==> src/hdl/dcc_pkg.sv <==
// Purpose: constants shared by the dma channel control and interrupt logic
// Assumes: one channel, 32-bit register port, byte stream for pattern matching
// Notes:   offsets are byte addresses, each register one aligned word
package dcc_pkg;
   // ---------------------------------------------------------------
   // register offsets
   // ---------------------------------------------------------------
   localparam logic [7:0] OFS_CONTROL   = 8'h00;
   localparam logic [7:0] OFS_IRQ_CTRL  = 8'h04;
   localparam logic [7:0] OFS_IRQ_STAT  = 8'h08;
   localparam logic [7:0] OFS_IRQ_CLR   = 8'h0C;
   localparam logic [7:0] OFS_SRC_SIZE  = 8'h10;
   localparam logic [7:0] OFS_PATTERN   = 8'h14;
   localparam logic [7:0] OFS_SRC_PTR   = 8'h18;

   // ---------------------------------------------------------------
   // control register fields
   // ---------------------------------------------------------------
   localparam int IGN_VAL_LSB    = 24;
   localparam int BUSY_BIT       = 15;
   localparam int IGN_EN_BIT     = 13;
   localparam int PAT_LEN_BIT    = 11;
   localparam int CHAIN_DIR_BIT  = 8;
   localparam int CH_ON_BIT      = 7;
   localparam int EVT_OFF_BIT    = 6;
   localparam int CHAIN_ALW_BIT  = 5;
   localparam int AUTO_EN_BIT    = 4;
   localparam int EVT_DET_BIT    = 2;
   localparam int PRIO_LSB       = 0;

   // ---------------------------------------------------------------
   // interrupt register fields and event order
   // ---------------------------------------------------------------
   localparam int IE_LSB         = 16;
   localparam int IF_LSB         = 0;
   localparam int NUM_EVT        = 8;
   localparam int EVT_ADDR_ERR   = 0;
   localparam int EVT_ABORT      = 1;
   localparam int EVT_CELL       = 2;
   localparam int EVT_BLOCK      = 3;
   localparam int EVT_DST_HALF   = 4;
   localparam int EVT_DST_DONE   = 5;
   localparam int EVT_SRC_HALF   = 6;
   localparam int EVT_SRC_DONE   = 7;

   // ---------------------------------------------------------------
   // pattern register fields, widths, reset values
   // ---------------------------------------------------------------
   localparam int PAT_MODE_BIT   = 16;
   localparam int SIZE_W         = 16;
   localparam logic [31:0] RST_WORD = 32'h0000_0000;
   localparam logic [7:0]  RST_BYTE = 8'h00;
endpackage

==> src/hdl/dcc_pat_if.sv <==
// Purpose: carries the byte stream and settings to the pattern matcher
// Assumes: all signals on ref_clk
// Notes:   hit is a one-cycle pulse
interface dcc_pat_if;
   logic        byte_valid;
   logic [7:0]  byte_data;
   logic [15:0] pattern;
   logic [7:0]  ignore_byte_value;
   logic        ignore_byte_enable;
   logic        pattern_length_sel;
   logic        match_en;
   logic        hit;

   modport ctl (output byte_valid, output byte_data, output pattern, output ignore_byte_value,
                output ignore_byte_enable, output pattern_length_sel, output match_en, input hit);
   modport mat (input byte_valid, input byte_data, input pattern, input ignore_byte_value,
                input ignore_byte_enable, input pattern_length_sel, input match_en, output hit);
endinterface

==> src/hdl/dcc_top.sv <==
// Purpose: control and interrupt logic of one dma channel
// Assumes: event inputs are one-cycle pulses from logic on ref_clk
// Notes:   registers reached over a plain strobe port, read data one cycle late
//
// Chosen here: the register addresses and strobed register access.
module dcc_top (
   input  wire logic        ref_clk,
   input  wire logic        rst_n,
   input  wire logic [7:0]  reg_addr,
   input  wire logic [31:0] reg_wdata,
   input  wire logic        reg_wr,
   input  wire logic        reg_rd,
   output logic      [31:0] reg_rdata,
   input  wire logic        start_evt,
   input  wire logic        abort_evt,
   input  wire logic        xfer_busy,
   input  wire logic        src_beat,
   input  wire logic        dst_done_evt,
   input  wire logic        dst_half_evt,
   input  wire logic        cell_done_evt,
   input  wire logic        block_done_evt,
   input  wire logic        addr_err_evt,
   input  wire logic        lower_done,
   input  wire logic        higher_done,
   input  wire logic        byte_valid,
   input  wire logic [7:0]  byte_data,
   output logic             channel_run,
   output logic             start_req,
   output logic             pattern_hit,
   output logic [1:0]       channel_priority_out,
   output logic             irq
);
   // ---------------------------------------------------------------
   // register state
   // ---------------------------------------------------------------
   logic [7:0]  ignore_byte_value;
   logic        ignore_byte_enable;
   logic        channel_active_flag;
   logic        pattern_length_sel;
   logic        chain_direction_sel;
   logic        channel_on;
   logic        events_while_off;
   logic        chaining_allow;
   logic        auto_enable;
   logic        event_detected;
   logic [1:0]  channel_priority;
   logic [7:0]  irq_enable;
   logic [7:0]  irq_flag;
   logic [15:0] src_size;
   logic [15:0] src_pointer;
   logic [15:0] pattern;
   logic        pattern_mode;

   // ---------------------------------------------------------------
   // decode and events
   // ---------------------------------------------------------------
   logic        wr_ctrl;
   logic        wr_irq;
   logic        wr_clr;
   logic        wr_size;
   logic        wr_pat;
   logic        evt_ok;
   logic        start_ok;
   logic        abort_ok;
   logic        chain_hit;
   logic [15:0] ptr_next;
   logic        src_done_now;
   logic        src_half_now;
   logic        block_now;
   logic [7:0]  evt_set;
   logic [31:0] ctrl_word;
   logic [31:0] irq_word;
   logic [31:0] next_rdata;

   dcc_pat_if pif ();

   // write strobes per register
   assign wr_ctrl = reg_wr && (reg_addr == dcc_pkg::OFS_CONTROL);
   assign wr_irq  = reg_wr && (reg_addr == dcc_pkg::OFS_IRQ_CTRL);
   assign wr_clr  = reg_wr && (reg_addr == dcc_pkg::OFS_IRQ_CLR);
   assign wr_size = reg_wr && (reg_addr == dcc_pkg::OFS_SRC_SIZE);
   assign wr_pat  = reg_wr && (reg_addr == dcc_pkg::OFS_PATTERN);

   // start and abort only count while on, or when allowed while off
   assign evt_ok   = channel_on || events_while_off;
   assign start_ok = start_evt && evt_ok;
   assign abort_ok = abort_evt && evt_ok;

   // completion of the chosen neighbour enables this channel
   assign chain_hit = chaining_allow && (chain_direction_sel ? lower_done : higher_done);

   // source pointer compare against full and half size
   assign ptr_next     = src_pointer + 16'h0001;
   assign src_done_now = src_beat && (ptr_next == src_size);
   assign src_half_now = src_beat && (ptr_next == (src_size >> 1));
   assign block_now    = block_done_evt || pattern_hit;

   // event vector in flag order
   always_comb begin
      evt_set = 8'h00;
      evt_set[dcc_pkg::EVT_SRC_DONE] = src_done_now;
      evt_set[dcc_pkg::EVT_SRC_HALF] = src_half_now;
      evt_set[dcc_pkg::EVT_DST_DONE] = dst_done_evt;
      evt_set[dcc_pkg::EVT_DST_HALF] = dst_half_evt;
      evt_set[dcc_pkg::EVT_BLOCK]    = block_now;
      evt_set[dcc_pkg::EVT_CELL]     = cell_done_evt;
      evt_set[dcc_pkg::EVT_ABORT]    = abort_ok;
      evt_set[dcc_pkg::EVT_ADDR_ERR] = addr_err_evt;
   end

   // ---------------------------------------------------------------
   // control register
   // ---------------------------------------------------------------
   // static configuration fields
   always_ff @(posedge ref_clk or negedge rst_n) begin
      if (!rst_n) begin
         ignore_byte_value   <= dcc_pkg::RST_BYTE;
         ignore_byte_enable  <= 1'b0;
         pattern_length_sel  <= 1'b0;
         chain_direction_sel <= 1'b0;
         events_while_off    <= 1'b0;
         chaining_allow      <= 1'b0;
         auto_enable         <= 1'b0;
         channel_priority    <= 2'h0;
      end else if (wr_ctrl) begin
         ignore_byte_value   <= reg_wdata[dcc_pkg::IGN_VAL_LSB +: 8];
         ignore_byte_enable  <= reg_wdata[dcc_pkg::IGN_EN_BIT];
         pattern_length_sel  <= reg_wdata[dcc_pkg::PAT_LEN_BIT];
         chain_direction_sel <= reg_wdata[dcc_pkg::CHAIN_DIR_BIT];
         events_while_off    <= reg_wdata[dcc_pkg::EVT_OFF_BIT];
         chaining_allow      <= reg_wdata[dcc_pkg::CHAIN_ALW_BIT];
         auto_enable         <= reg_wdata[dcc_pkg::AUTO_EN_BIT];
         channel_priority    <= reg_wdata[dcc_pkg::PRIO_LSB +: 2];
      end
   end

   // channel on: software write, chain completion, abort turns it off
   always_ff @(posedge ref_clk or negedge rst_n) begin
      if (!rst_n) begin
         channel_on <= 1'b0;
      end else if (chain_hit) begin
         channel_on <= 1'b1;
      end else if (wr_ctrl) begin
         channel_on <= reg_wdata[dcc_pkg::CH_ON_BIT];
      end else if (abort_ok) begin
         channel_on <= 1'b0;
      end else if (block_now && !auto_enable) begin
         channel_on <= 1'b0;
      end
   end

   // busy: set by enable, held until the running transaction ends
   always_ff @(posedge ref_clk or negedge rst_n) begin
      if (!rst_n) begin
         channel_active_flag <= 1'b0;
      end else if (channel_on || xfer_busy) begin
         channel_active_flag <= 1'b1;
      end else if (wr_ctrl) begin
         channel_active_flag <= reg_wdata[dcc_pkg::BUSY_BIT];
      end else begin
         channel_active_flag <= 1'b0;
      end
   end

   // event detected: set by an accepted start, dropped at block end
   always_ff @(posedge ref_clk or negedge rst_n) begin
      if (!rst_n) begin
         event_detected <= 1'b0;
      end else if (start_ok) begin
         event_detected <= 1'b1;
      end else if (block_now || abort_ok) begin
         event_detected <= 1'b0;
      end
   end

   // start request to the engine, one cycle
   always_ff @(posedge ref_clk or negedge rst_n) begin
      if (!rst_n) begin
         start_req <= 1'b0;
      end else begin
         start_req <= start_ok && channel_on;
      end
   end

   // ---------------------------------------------------------------
   // source size, pointer and pattern
   // ---------------------------------------------------------------
   // programmed source size
   always_ff @(posedge ref_clk or negedge rst_n) begin
      if (!rst_n) begin
         src_size <= 16'h0000;
      end else if (wr_size) begin
         src_size <= reg_wdata[dcc_pkg::SIZE_W-1:0];
      end
   end

   // pointer counts source beats and wraps at the end of source
   always_ff @(posedge ref_clk or negedge rst_n) begin
      if (!rst_n) begin
         src_pointer <= 16'h0000;
      end else if (wr_size || abort_ok) begin
         src_pointer <= 16'h0000;
      end else if (src_done_now) begin
         src_pointer <= 16'h0000;
      end else if (src_beat) begin
         src_pointer <= ptr_next;
      end
   end

   // termination pattern and pattern mode
   always_ff @(posedge ref_clk or negedge rst_n) begin
      if (!rst_n) begin
         pattern      <= 16'h0000;
         pattern_mode <= 1'b0;
      end else if (wr_pat) begin
         pattern      <= reg_wdata[15:0];
         pattern_mode <= reg_wdata[dcc_pkg::PAT_MODE_BIT];
      end
   end

   // matcher hookup
   assign pif.byte_valid         = byte_valid && channel_on;
   assign pif.byte_data          = byte_data;
   assign pif.pattern            = pattern;
   assign pif.ignore_byte_value  = ignore_byte_value;
   assign pif.ignore_byte_enable = ignore_byte_enable;
   assign pif.pattern_length_sel = pattern_length_sel;
   assign pif.match_en           = pattern_mode;
   assign pattern_hit            = pif.hit;

   dcc_matcher u_matcher (
      .ref_clk (ref_clk),
      .rst_n   (rst_n),
      .pi      (pif.mat)
   );

   // ---------------------------------------------------------------
   // interrupt enables and flags
   // ---------------------------------------------------------------
   // enables in bits 23:16 of the irq register
   always_ff @(posedge ref_clk or negedge rst_n) begin
      if (!rst_n) begin
         irq_enable <= 8'h00;
      end else if (wr_irq) begin
         irq_enable <= reg_wdata[dcc_pkg::IE_LSB +: 8];
      end
   end

   // one sticky flag per event; a hardware set beats any clear
   genvar gi;
   generate
      for (gi = 0; gi < dcc_pkg::NUM_EVT; gi++) begin : g_flag
         always_ff @(posedge ref_clk or negedge rst_n) begin
            if (!rst_n) begin
               irq_flag[gi] <= 1'b0;
            end else if (evt_set[gi]) begin
               irq_flag[gi] <= 1'b1;
            end else if (wr_irq) begin
               irq_flag[gi] <= reg_wdata[dcc_pkg::IF_LSB + gi];
            end else if (wr_clr && reg_wdata[gi]) begin
               irq_flag[gi] <= 1'b0;
            end
         end
      end
   endgenerate

   // level interrupt while any enabled flag is set
   assign irq = |(irq_flag & irq_enable);

   // ---------------------------------------------------------------
   // read path
   // ---------------------------------------------------------------
   // control word, bits 23:16 and other holes read zero
   always_comb begin
      ctrl_word = dcc_pkg::RST_WORD;
      ctrl_word[dcc_pkg::IGN_VAL_LSB +: 8] = ignore_byte_value;
      ctrl_word[dcc_pkg::BUSY_BIT]      = channel_active_flag;
      ctrl_word[dcc_pkg::IGN_EN_BIT]    = ignore_byte_enable;
      ctrl_word[dcc_pkg::PAT_LEN_BIT]   = pattern_length_sel;
      ctrl_word[dcc_pkg::CHAIN_DIR_BIT] = chain_direction_sel;
      ctrl_word[dcc_pkg::CH_ON_BIT]     = channel_on;
      ctrl_word[dcc_pkg::EVT_OFF_BIT]   = events_while_off;
      ctrl_word[dcc_pkg::CHAIN_ALW_BIT] = chaining_allow;
      ctrl_word[dcc_pkg::AUTO_EN_BIT]   = auto_enable;
      ctrl_word[dcc_pkg::EVT_DET_BIT]   = event_detected;
      ctrl_word[dcc_pkg::PRIO_LSB +: 2] = channel_priority;
   end

   // irq word, bits 31:24 and 15:8 read zero
   always_comb begin
      irq_word = dcc_pkg::RST_WORD;
      irq_word[dcc_pkg::IE_LSB +: 8] = irq_enable;
      irq_word[dcc_pkg::IF_LSB +: 8] = irq_flag;
   end

   // address mux; unmapped and write-only offsets read zero
   always_comb begin
      case (reg_addr)
         dcc_pkg::OFS_CONTROL:  next_rdata = ctrl_word;
         dcc_pkg::OFS_IRQ_CTRL: next_rdata = irq_word;
         dcc_pkg::OFS_IRQ_STAT: next_rdata = {24'h00_0000, irq_flag};
         dcc_pkg::OFS_SRC_SIZE: next_rdata = {16'h0000, src_size};
         dcc_pkg::OFS_PATTERN:  next_rdata = {15'h0000, pattern_mode, pattern};
         dcc_pkg::OFS_SRC_PTR:  next_rdata = {16'h0000, src_pointer};
         default:               next_rdata = dcc_pkg::RST_WORD;
      endcase
   end

   // read data stands only in the cycle after the strobe
   always_ff @(posedge ref_clk or negedge rst_n) begin
      if (!rst_n) begin
         reg_rdata <= dcc_pkg::RST_WORD;
      end else if (reg_rd) begin
         reg_rdata <= next_rdata;
      end else begin
         reg_rdata <= dcc_pkg::RST_WORD;
      end
   end

   // ---------------------------------------------------------------
   // engine side outputs
   // ---------------------------------------------------------------
   // new transactions only while on; a running one may finish
   assign channel_run          = channel_on;
   assign channel_priority_out = channel_priority;
endmodule

==> src/hdl/dcc_matcher.sv <==
// Purpose: pattern-terminate matcher with optional ignore byte
// Assumes: one byte per cycle at most, bytes from same-clock logic
// Notes:   two-byte pattern is high byte first, then low byte
module dcc_matcher (
   input  wire logic ref_clk,
   input  wire logic rst_n,
   dcc_pat_if.mat    pi
);
   logic [7:0] prev_byte;
   logic       prev_ok;
   logic       skip;
   logic       hit_now;

   // ignored bytes are don't-care: no history change, no hit
   assign skip = pi.ignore_byte_enable && (pi.byte_data == pi.ignore_byte_value);

   // one or two byte comparison
   always_comb begin
      hit_now = 1'b0;
      if (pi.match_en && pi.byte_valid && !skip) begin
         if (pi.pattern_length_sel) begin
            hit_now = prev_ok && (prev_byte == pi.pattern[15:8]) && (pi.byte_data == pi.pattern[7:0]);
         end else begin
            hit_now = (pi.byte_data == pi.pattern[7:0]);
         end
      end
   end

   // history of the last byte that counted
   always_ff @(posedge ref_clk or negedge rst_n) begin
      if (!rst_n) begin
         prev_byte <= dcc_pkg::RST_BYTE;
         prev_ok   <= 1'b0;
      end else if (!pi.match_en) begin
         prev_ok   <= 1'b0;
      end else if (pi.byte_valid && !skip) begin
         prev_byte <= pi.byte_data;
         prev_ok   <= 1'b1;
      end
   end

   // registered hit pulse
   always_ff @(posedge ref_clk or negedge rst_n) begin
      if (!rst_n) begin
         pi.hit <= 1'b0;
      end else begin
         pi.hit <= hit_now;
      end
   end
endmodule

==> config.mk <==
export PLATFORM = sky130hd
export DESIGN_NAME = dcc_top
export DESIGN_NICKNAME = d
export VERILOG_FILES = /design/src/hdl/dcc_pkg.sv /design/src/hdl/dcc_pat_if.sv /design/src/hdl/dcc_top.sv /design/src/hdl/dcc_matcher.sv
export SDC_FILE = /design/constraint.sdc
export NUM_CORES = 1
export LEC_CHECK = 0
export BUFFER_PORTS_ARGS = -buffer_cell sky130_fd_sc_hd__buf_2
export CORE_UTILIZATION = 47
export DETAILED_ROUTE_END_ITERATION = 16
export GPL_TIMING_DRIVEN = 0
export PLACE_DENSITY = 0.79
export REMOVE_ABC_BUFFERS = 1
export SKIP_LAST_GASP = 1
export SYNTH_ARGS = -nofsm -noshare
export SYNTH_HDL_FRONTEND = slang
export SYNTH_SLANG_ARGS = --single-unit
==> constraint.sdc <==
create_clock -name ref_clk -period 3.2 [get_ports ref_clk]
set_input_delay 0 -clock ref_clk [delete_from_list [all_inputs] [get_ports ref_clk]]
set_output_delay 0 -clock ref_clk [all_outputs]
set_load 0.01 [all_outputs]
# Word level (Yosys, flattened, before mapping)

Index checks and enable logic that the tools add are counted.

Flip-flop bits (word level): 127
Input port bits: 64
Output and inout bits: 38
Logic and storage cells: 133

$add $sub $neg: 1
Equal/unequal tests: 12
Muxes and demuxes: 42
Bitwise logic cells: 1
Reduce and logical (&&, ||, !) cells: 48

Operators by type and width:

| cell                  | count |
|---|---|
| $pmux 32 s6           | 1 |
| $mux 16               | 3 |
| $mux 1                | 37 |
| $mux 32               | 1 |
| $logic_and 1x1->1     | 27 |
| $reduce_bool 3->1     | 9 |
| $eq 8x5->1 const B    | 3 |
| $eq 8x8->1            | 3 |
| $add 16x1->16 const B | 1 |
| $eq 16x15->1          | 1 |
| $eq 16x16->1          | 1 |
| $eq 8x4->1 const B    | 2 |
| $and 8x8->8           | 1 |
| $eq 8x3->1 const B    | 1 |
| $logic_not 8->1       | 1 |
| $reduce_or 8->1       | 1 |
| $logic_or 1x1->1      | 5 |
| $reduce_bool 4->1     | 1 |
| $logic_not 1->1       | 2 |
| $ne 2x1->1 const B    | 1 |
| $reduce_and 2->1      | 1 |
| $reduce_bool 2->1     | 1 |

# Logic depth before layout (Yosys ltp)

Gate-level depths: netlist (run 1).

Depth after elaboration: 6
Depth in mapped cells: 11

# Cells and area by module

A second synthesis (run 1) with hierarchy kept.

Cells, all modules: 590
Area, all modules: 6,652.6 um^2

Modules (own cells, without submodules):

| module      | instances | cells each | area each (um^2) |
|---|---|---|---|
| dcc_top     | 1         | 536        | 6,014.5 |
| dcc_matcher | 1         | 54         | 638.1 |

# Least setup slack after synthesis (run 1)

Ideal clock, no wire load.

Path type: register to register
From: reg src_pointer[1]
To: reg src_pointer[5]
Data arrival time: 2.205 ns
Path slack: 0.876 ns
Stages on the path, launching flop included: 11
Path buffers: 2
Cells stage by stage: dfrtp_1 -> ha_1 -> buf_2 -> nand4_1 -> nor2_1 -> a21oi_1 -> nor4bb_1 -> nand4_4 -> nand2_4 -> buf_12 -> nor2_2

Word-level cells in the longest chain between the ends: 5
Elaborated cells on any way between the ends: 7
Classes of those cells: 1 x add/sub; 1 x eq/ne; 3 x mux; 2 x reduce/logical

Ends and longest elaborated chain:

| what                     | RTL line       | text |
|---|---|---|
| start: declaration       | dcc_top.sv:50  | `logic [15:0] src_pointer;` |
| start signal: assignment | dcc_top.sv:206 | `src_pointer <= ptr_next;` |
| $add 16x1->16 *          | dcc_top.sv:93  | `assign ptr_next = src_pointer + 16'h0001;` |
| $eq 16x16->1             | dcc_top.sv:94  | `assign src_done_now = src_beat && (ptr_next == src_size);` |
| $logic_and 1x1->1        | dcc_top.sv:94  |  |
| $mux 16                  | dcc_top.sv:203 | `end else if (src_done_now) begin` |
| $mux 16                  | dcc_top.sv:201 | `end else if (wr_size \|\| abort_ok) begin` |

Every way passes the cells marked *; elsewhere a longest branch is shown, timed or not. The select of a mux whose other input is x is not followed.
A chain may end at the register's enable or synchronous reset.

# Worst setup path after layout (run 1)

From: reg src_pointer[0]
To: reg src_pointer[3]

Same word-level chain as after synthesis.

==> results.yml, run 1 <==
status:
  status: "completed"
sta:
  worst_slack_ns: 0.258
  rsz0062_at_grt: "false"
  finalSetupViolations: 0
  fmax_mhz: 340
  fin_skew_ns: 0.00563
  timing.final.crit_share: 0.919
  whs_ns: 0.0182
  final-hold-violation-count: 0
  tightest_slew_ns: 1.02
  final_max_slew_viol_count: 0
  min_period_ns: 2.94
  slew_headroom: 0.318
clock_network:
  path_clk_slew_ns: 0.06
  cts_tree: "done"
  cts-root-buf: "clkbuf_16"
  cts.sinks: 127
  clk_latency_ns: 0.42
  h-tree-depth: 4
  numCtsBuffers: 17
  clockBufferDepth: 2
cells_and_area:
  fin_cells: 919
  postLayoutCoreUtil: 0.622
  nNetsFinal: 795
  layout_commonest_cell: "dfrtp_1"
  drive_gt1_frac: 0.297
  area_delta_synth_final_pct: 27.9
  n_antenna_cell: 0
  most-common-layout-cells: "127 x dfrtp_1, 100 x buf_2, 58 x mux2_2"
grt:
  antenna_found_initial: 0
  grt_first_pass_wirelength_um: 29100
  first_global_vias: 5556
  grt_max_degree: 89
  grt_overflow: 0
  track_usage: 0.270
placed_design:
  hpwl_um: 12000
  dp_slack_ns: 0.0949
  dp.cells: 832
  gp_congestion: 0.899
  port_buffers: 101
synthesis:
  synth_area_sq_um: 6490
  synth_top_area_cell: "dfrtp_1"
  synth_ff_type: "dfrtp_1"
  synth.area.top_cells: "dfrtp_1 49%, mux2_2 10%, xnor2_1 6.2%"
  yosys_warnings: 0
  ys_seq_elements: 127
  synth_cell_types: 57
  syn_inst: 590
  synth-edff-count: 0
  synth_top_area_share: 0.489
  synth_area_per_cell_sq_um: 11.0
  ys_seq_area_frac: 0.489
  async_flop_share: 1.00
pwr:
  peakVddDrop_mv: 0.449
  total_power_uw: 4580
  pwr_density_cell_nw_per_um2: 551
  p_leak_uw: 0.00396
worst_setup_path:
  start_kind: "register"
  arrival_ns: 3.25
  path_class: "register to register"
  rr_worst_depth: 8
  r2r_slack_ns: 0.26
  r2r-start: "src_pointer[0]"
  cp_max_fo: 13
  endpoint_kind: "register"
  rr_endpoint: "src_pointer[3]"
  cp.required_ns: 3.50
  setup.worst_path.start: "src_pointer[0]"
routing:
  vias: 5412
  dr.pass1.iters: 6
  routedWlPerCell_um: 19.9
  drt_iter0_drc: 442
  totalWireLength_um: 18300
  drtAntennaViolNets: 0
  viasPerCell: 5.89
  drc: 0
die:
  dieArea_sq_um: 14300
  start_util: 0.487
  std_cell_rows: 42
  die_height_um: 120
  chipWidth_um: 120
  coreArea_sq_um: 13300
  io_pins: 102
min_path:
  hold_path_end: "channel_run"
  holdPathStages: 3
  min_from: "lower_done"
  hold_class: "input port to register"
run:
  cap_viol_max_count: 0
==> flip-flops by register name (all words and copies together), names as in the netlist, 2 cells and up <==
| name | count |
|---|---|
| src_size | 16 |
| irq_flag | 8 |
| src_pointer | 16 |
| irq_enable | 8 |
| reg_rdata | 32 |
| pattern | 16 |
| u_matcher.prev_byte | 8 |
| ignore_byte_value | 8 |
| channel_priority_out | 2 |
==> cells in the mapped netlist (5+ instances only) <==
cell and n:
buf_2 11, buf_4 5, nand3_1 20, dfrtp_1 127, xor2_1 35, nand4_1 13
nor3_1 10, nand2_1 50, mux2_2 58, nor4_1 5, a222oi_1 7, a21oi_1 24
nor2b_1 5, a221o_1 5, nor2_2 10, and3_1 13, a22oi_1 20, xnor2_1 46
o21ai_0 10, nor2_1 27, mux2i_1 10, clkbuf_1 18, and2_1 12
==> where the power goes <==
group          total [uW]  switching (uW)  internal [uW]
clock                2130             699           1430
sequential           1870             178           1690
combinational         584             291            293
==> area by class of cell <==
| type | instances | area (sq um) |
|---|---|---|
| sequential | 127 | 3180 |
| clock buffer | 24 | 512 |
| clock inverter | 8 | 149 |
| inverter | 2 | 7.51 |
| tap | 176 | 220 |
| multi-input combinational | 424 | 3140 |
| fill | 1016 | 5040 |
| timing repair buffer | 158 | 1100 |
==> critical path: stages, from the launching register on <==
cell	delay, ns
dfrtp_1	0.61
ha_1	0.42
nand4_1	0.24
nor3_2	0.44
xnor2_1	0.22
a2111oi_4	0.31
nand4_4	0.24
nand2_4	0.26
nor2_1	0.08
==> repair_timing <==
item	CTS	global route
buffers inserted	0	0
hold endpoints to repair	214	0
endpoints found under the setup margin	0	17
hold buffers	55	0
resized for setup	0	3
==> routing by layer <==
layer  wire length (um)  track usage
met1               7640        0.352
met2               8430        0.419
met4                610        0.126
met3               1610       0.0722
met5                  0            0
==> cells by family after synthesis <==
logic type | share of synthesized area
compound gates | 0.0930
xor+xnor | 0.109
fa+ha+maj | 0.00193
buf+inv | 0.0301
flops | 0.489
mux | 0.116
simple gates | 0.160
==> metrics by stage <==
step	setup TNS [ns]	cell area (sq um)
finish	0	8310
detailed placement	0	7090
CTS	0	8300
global route	0	8310
floorplan	0	6310
global placement	-25.12	7030
==> how the worst max path moves through the flow <==
stage	cells past startpoint	endpoint	slack, ns
floorplan	5	auto_enable	0.26
global placement	7	channel_run	-1.22
detailed placement	8	channel_run	0.09
CTS	8	src_pointer[3]	0.17
global route	8	src_pointer[2]	0.06
finish	8	src_pointer[3]	0.26
No activity file was read; power rests on OpenSTA's default activity.
==> run 2, diff against run 1 <==
Settings changed: CORE_MARGIN set to 2.
==> results.yml, run 2 (synthesis gave the netlist of run 1 again) <==
grt:
  antenna_found_initial: 0
  first_global_vias: 5495
  grt_first_pass_wirelength_um: 29900
  track_usage: 0.271
  grt_max_degree: 75
  grt_overflow: 0
sta:
  fmax_mhz: 342
  finalSetupViolations: 0
  rsz0062_at_grt: "false"
  final-hold-violation-count: 0
  tightest_slew_ns: 0.975
  whs_ns: 0.0480
  slew_headroom: 0.347
  fin_skew_ns: 0.00649
  timing.final.crit_share: 0.913
  final_max_slew_viol_count: 0
  min_period_ns: 2.92
status:
  status: "completed"
clock_network:
  numCtsBuffers: 17
  cts.sinks: 127
  cts-root-buf: "clkbuf_16"
  cts_tree: "done"
  postCtsSetupRepairBufs: 0
  clk_latency_ns: 0.42
  path_clk_slew_ns: 0.05
  clockBufferDepth: 2
  h-tree-depth: 4
die:
  dieArea_sq_um: 14800
  chipWidth_um: 122
  coreArea_sq_um: 13300
  die_height_um: 122
  std_cell_rows: 42
  start_util: 0.487
  io_pins: 102
routing:
  drc: 0
  totalWireLength_um: 19200
  vias: 5437
  routedWlPerCell_um: 20.9
  dr.pass1.iters: 7
  viasPerCell: 5.91
  drtAntennaViolNets: 0
  drt_iter0_drc: 569
worst_setup_path:
  crit_chain: "ha_1 > nand4_1 > nor2_2 > a21oi_1 > nor4bb_1 > nand4_4 > nand2_4 > nor2_1"
  path_class: "register to register"
  cpLargestDelayFamily: "simple AND/OR/NAND/NOR gates"
  arrival_ns: 3.22
  endpoint_kind: "register"
  slowest_stage: "dfrtp_1"
  cpPeakStageDelay_ns: 0.66
  cp.required_ns: 3.50
  cp_max_fo: 13
  cp_num_buf_inv: 0
  start_kind: "register"
placed_design:
  hpwl_um: 12400
  gp_congestion: 0.893
  port_buffers: 101
  dp.cells: 832
cells_and_area:
  most-common-layout-cells: "127 x dfrtp_1, 100 x buf_2, 58 x mux2_2"
  largest_reg_flops: 32
  area_delta_synth_final_pct: 26.7
  drive_gt1_frac: 0.289
  fin_cells: 920
  top_register: "reg_rdata"
  layout_commonest_cell: "dfrtp_1"
  n_antenna_cell: 0
  nNetsFinal: 796
pwr:
  pwr_density_cell_nw_per_um2: 530
  p_leak_uw: 0.00393
  peakVddDrop_mv: 0.431
  total_power_uw: 4360
run:
  cap_viol_max_count: 0
min_path:
  hold_class: "input port to register"
==> run 2: metal layers <==
layer / vias to the layer above / track usage / routed length [um]
met3: 86 / 0.0684 / 1550
met1: 2666 / 0.351 / 7760
met2: 302 / 0.429 / 9050
met4: 0 / 0.129 / 817
li1: 2383 / - / -
met5: - / 0 / 0
==> run 2: worst min-delay path: cells and delay by family <==
| kind | cells | cell delay (ns) |
|---|---|---|
| buf+inv | 1 | 0.12 |
| simple gates | 1 | 0.08 |
| compound gates | 1 | 0.23 |
==> run 2: metrics by stage <==
stage          setup TNS [ns]  area [sq um]   util  worst slack (ns)
6_report                    0          8230  0.616             0.279
4_1_cts                     0          8220  0.616            0.0921
2_1_floorplan               0          6310      -             0.257
5_1_grt                     0          8230  0.616            0.0597
3_5_place_dp                0          7080  0.531             0.193
3_3_place_gp           -23.16          7030  0.527             -1.17
==> run 2: final timing paths <==
| path | from | slack, ns | endpoint | depth (start not counted) |
|---|---|---|---|---|
| max in group asynchronous | rst_n | 2.37 | u_matcher.prev_byte[6] | 3 |
| worst max register to register | src_pointer[0] | 0.28 | src_pointer[3] | 8 |
| min in group asynchronous | rst_n | 0.10 | irq_enable[3] | 2 |
| worst min register to register | irq_enable[0] | 0.51 | irq_enable[0] | 2 |
| worst min-delay path | abort_evt | 0.05 | irq_flag[1] | 3 |
| worst max-delay path | src_pointer[0] | 0.28 | src_pointer[3] | 8 |
==> run 2: timing repair <==
item	4_1_cts	5_1_grt
gates resized for setup	0	2
endpoints found under the hold margin	139	0
hold buffers	56	0
setup endpoints to repair	0	15
==> run 2: where the power goes <==
part	internal, uW	total, uW	switching, uW
Sequential	1690	1870	179
Combinational	291	585	294
Clock	1230	1910	679
==> run 2: final cells by class <==
class / instances / area, sq um
fillers: 1043 / 5120
flip-flops and latches: 127 / 3180
multi-input cells: 424 / 3130
repair buffers: 159 / 1110
clock buffers: 27 / 503
well taps: 176 / 220
clock inverters: 5 / 77.6
inverters: 2 / 7.51
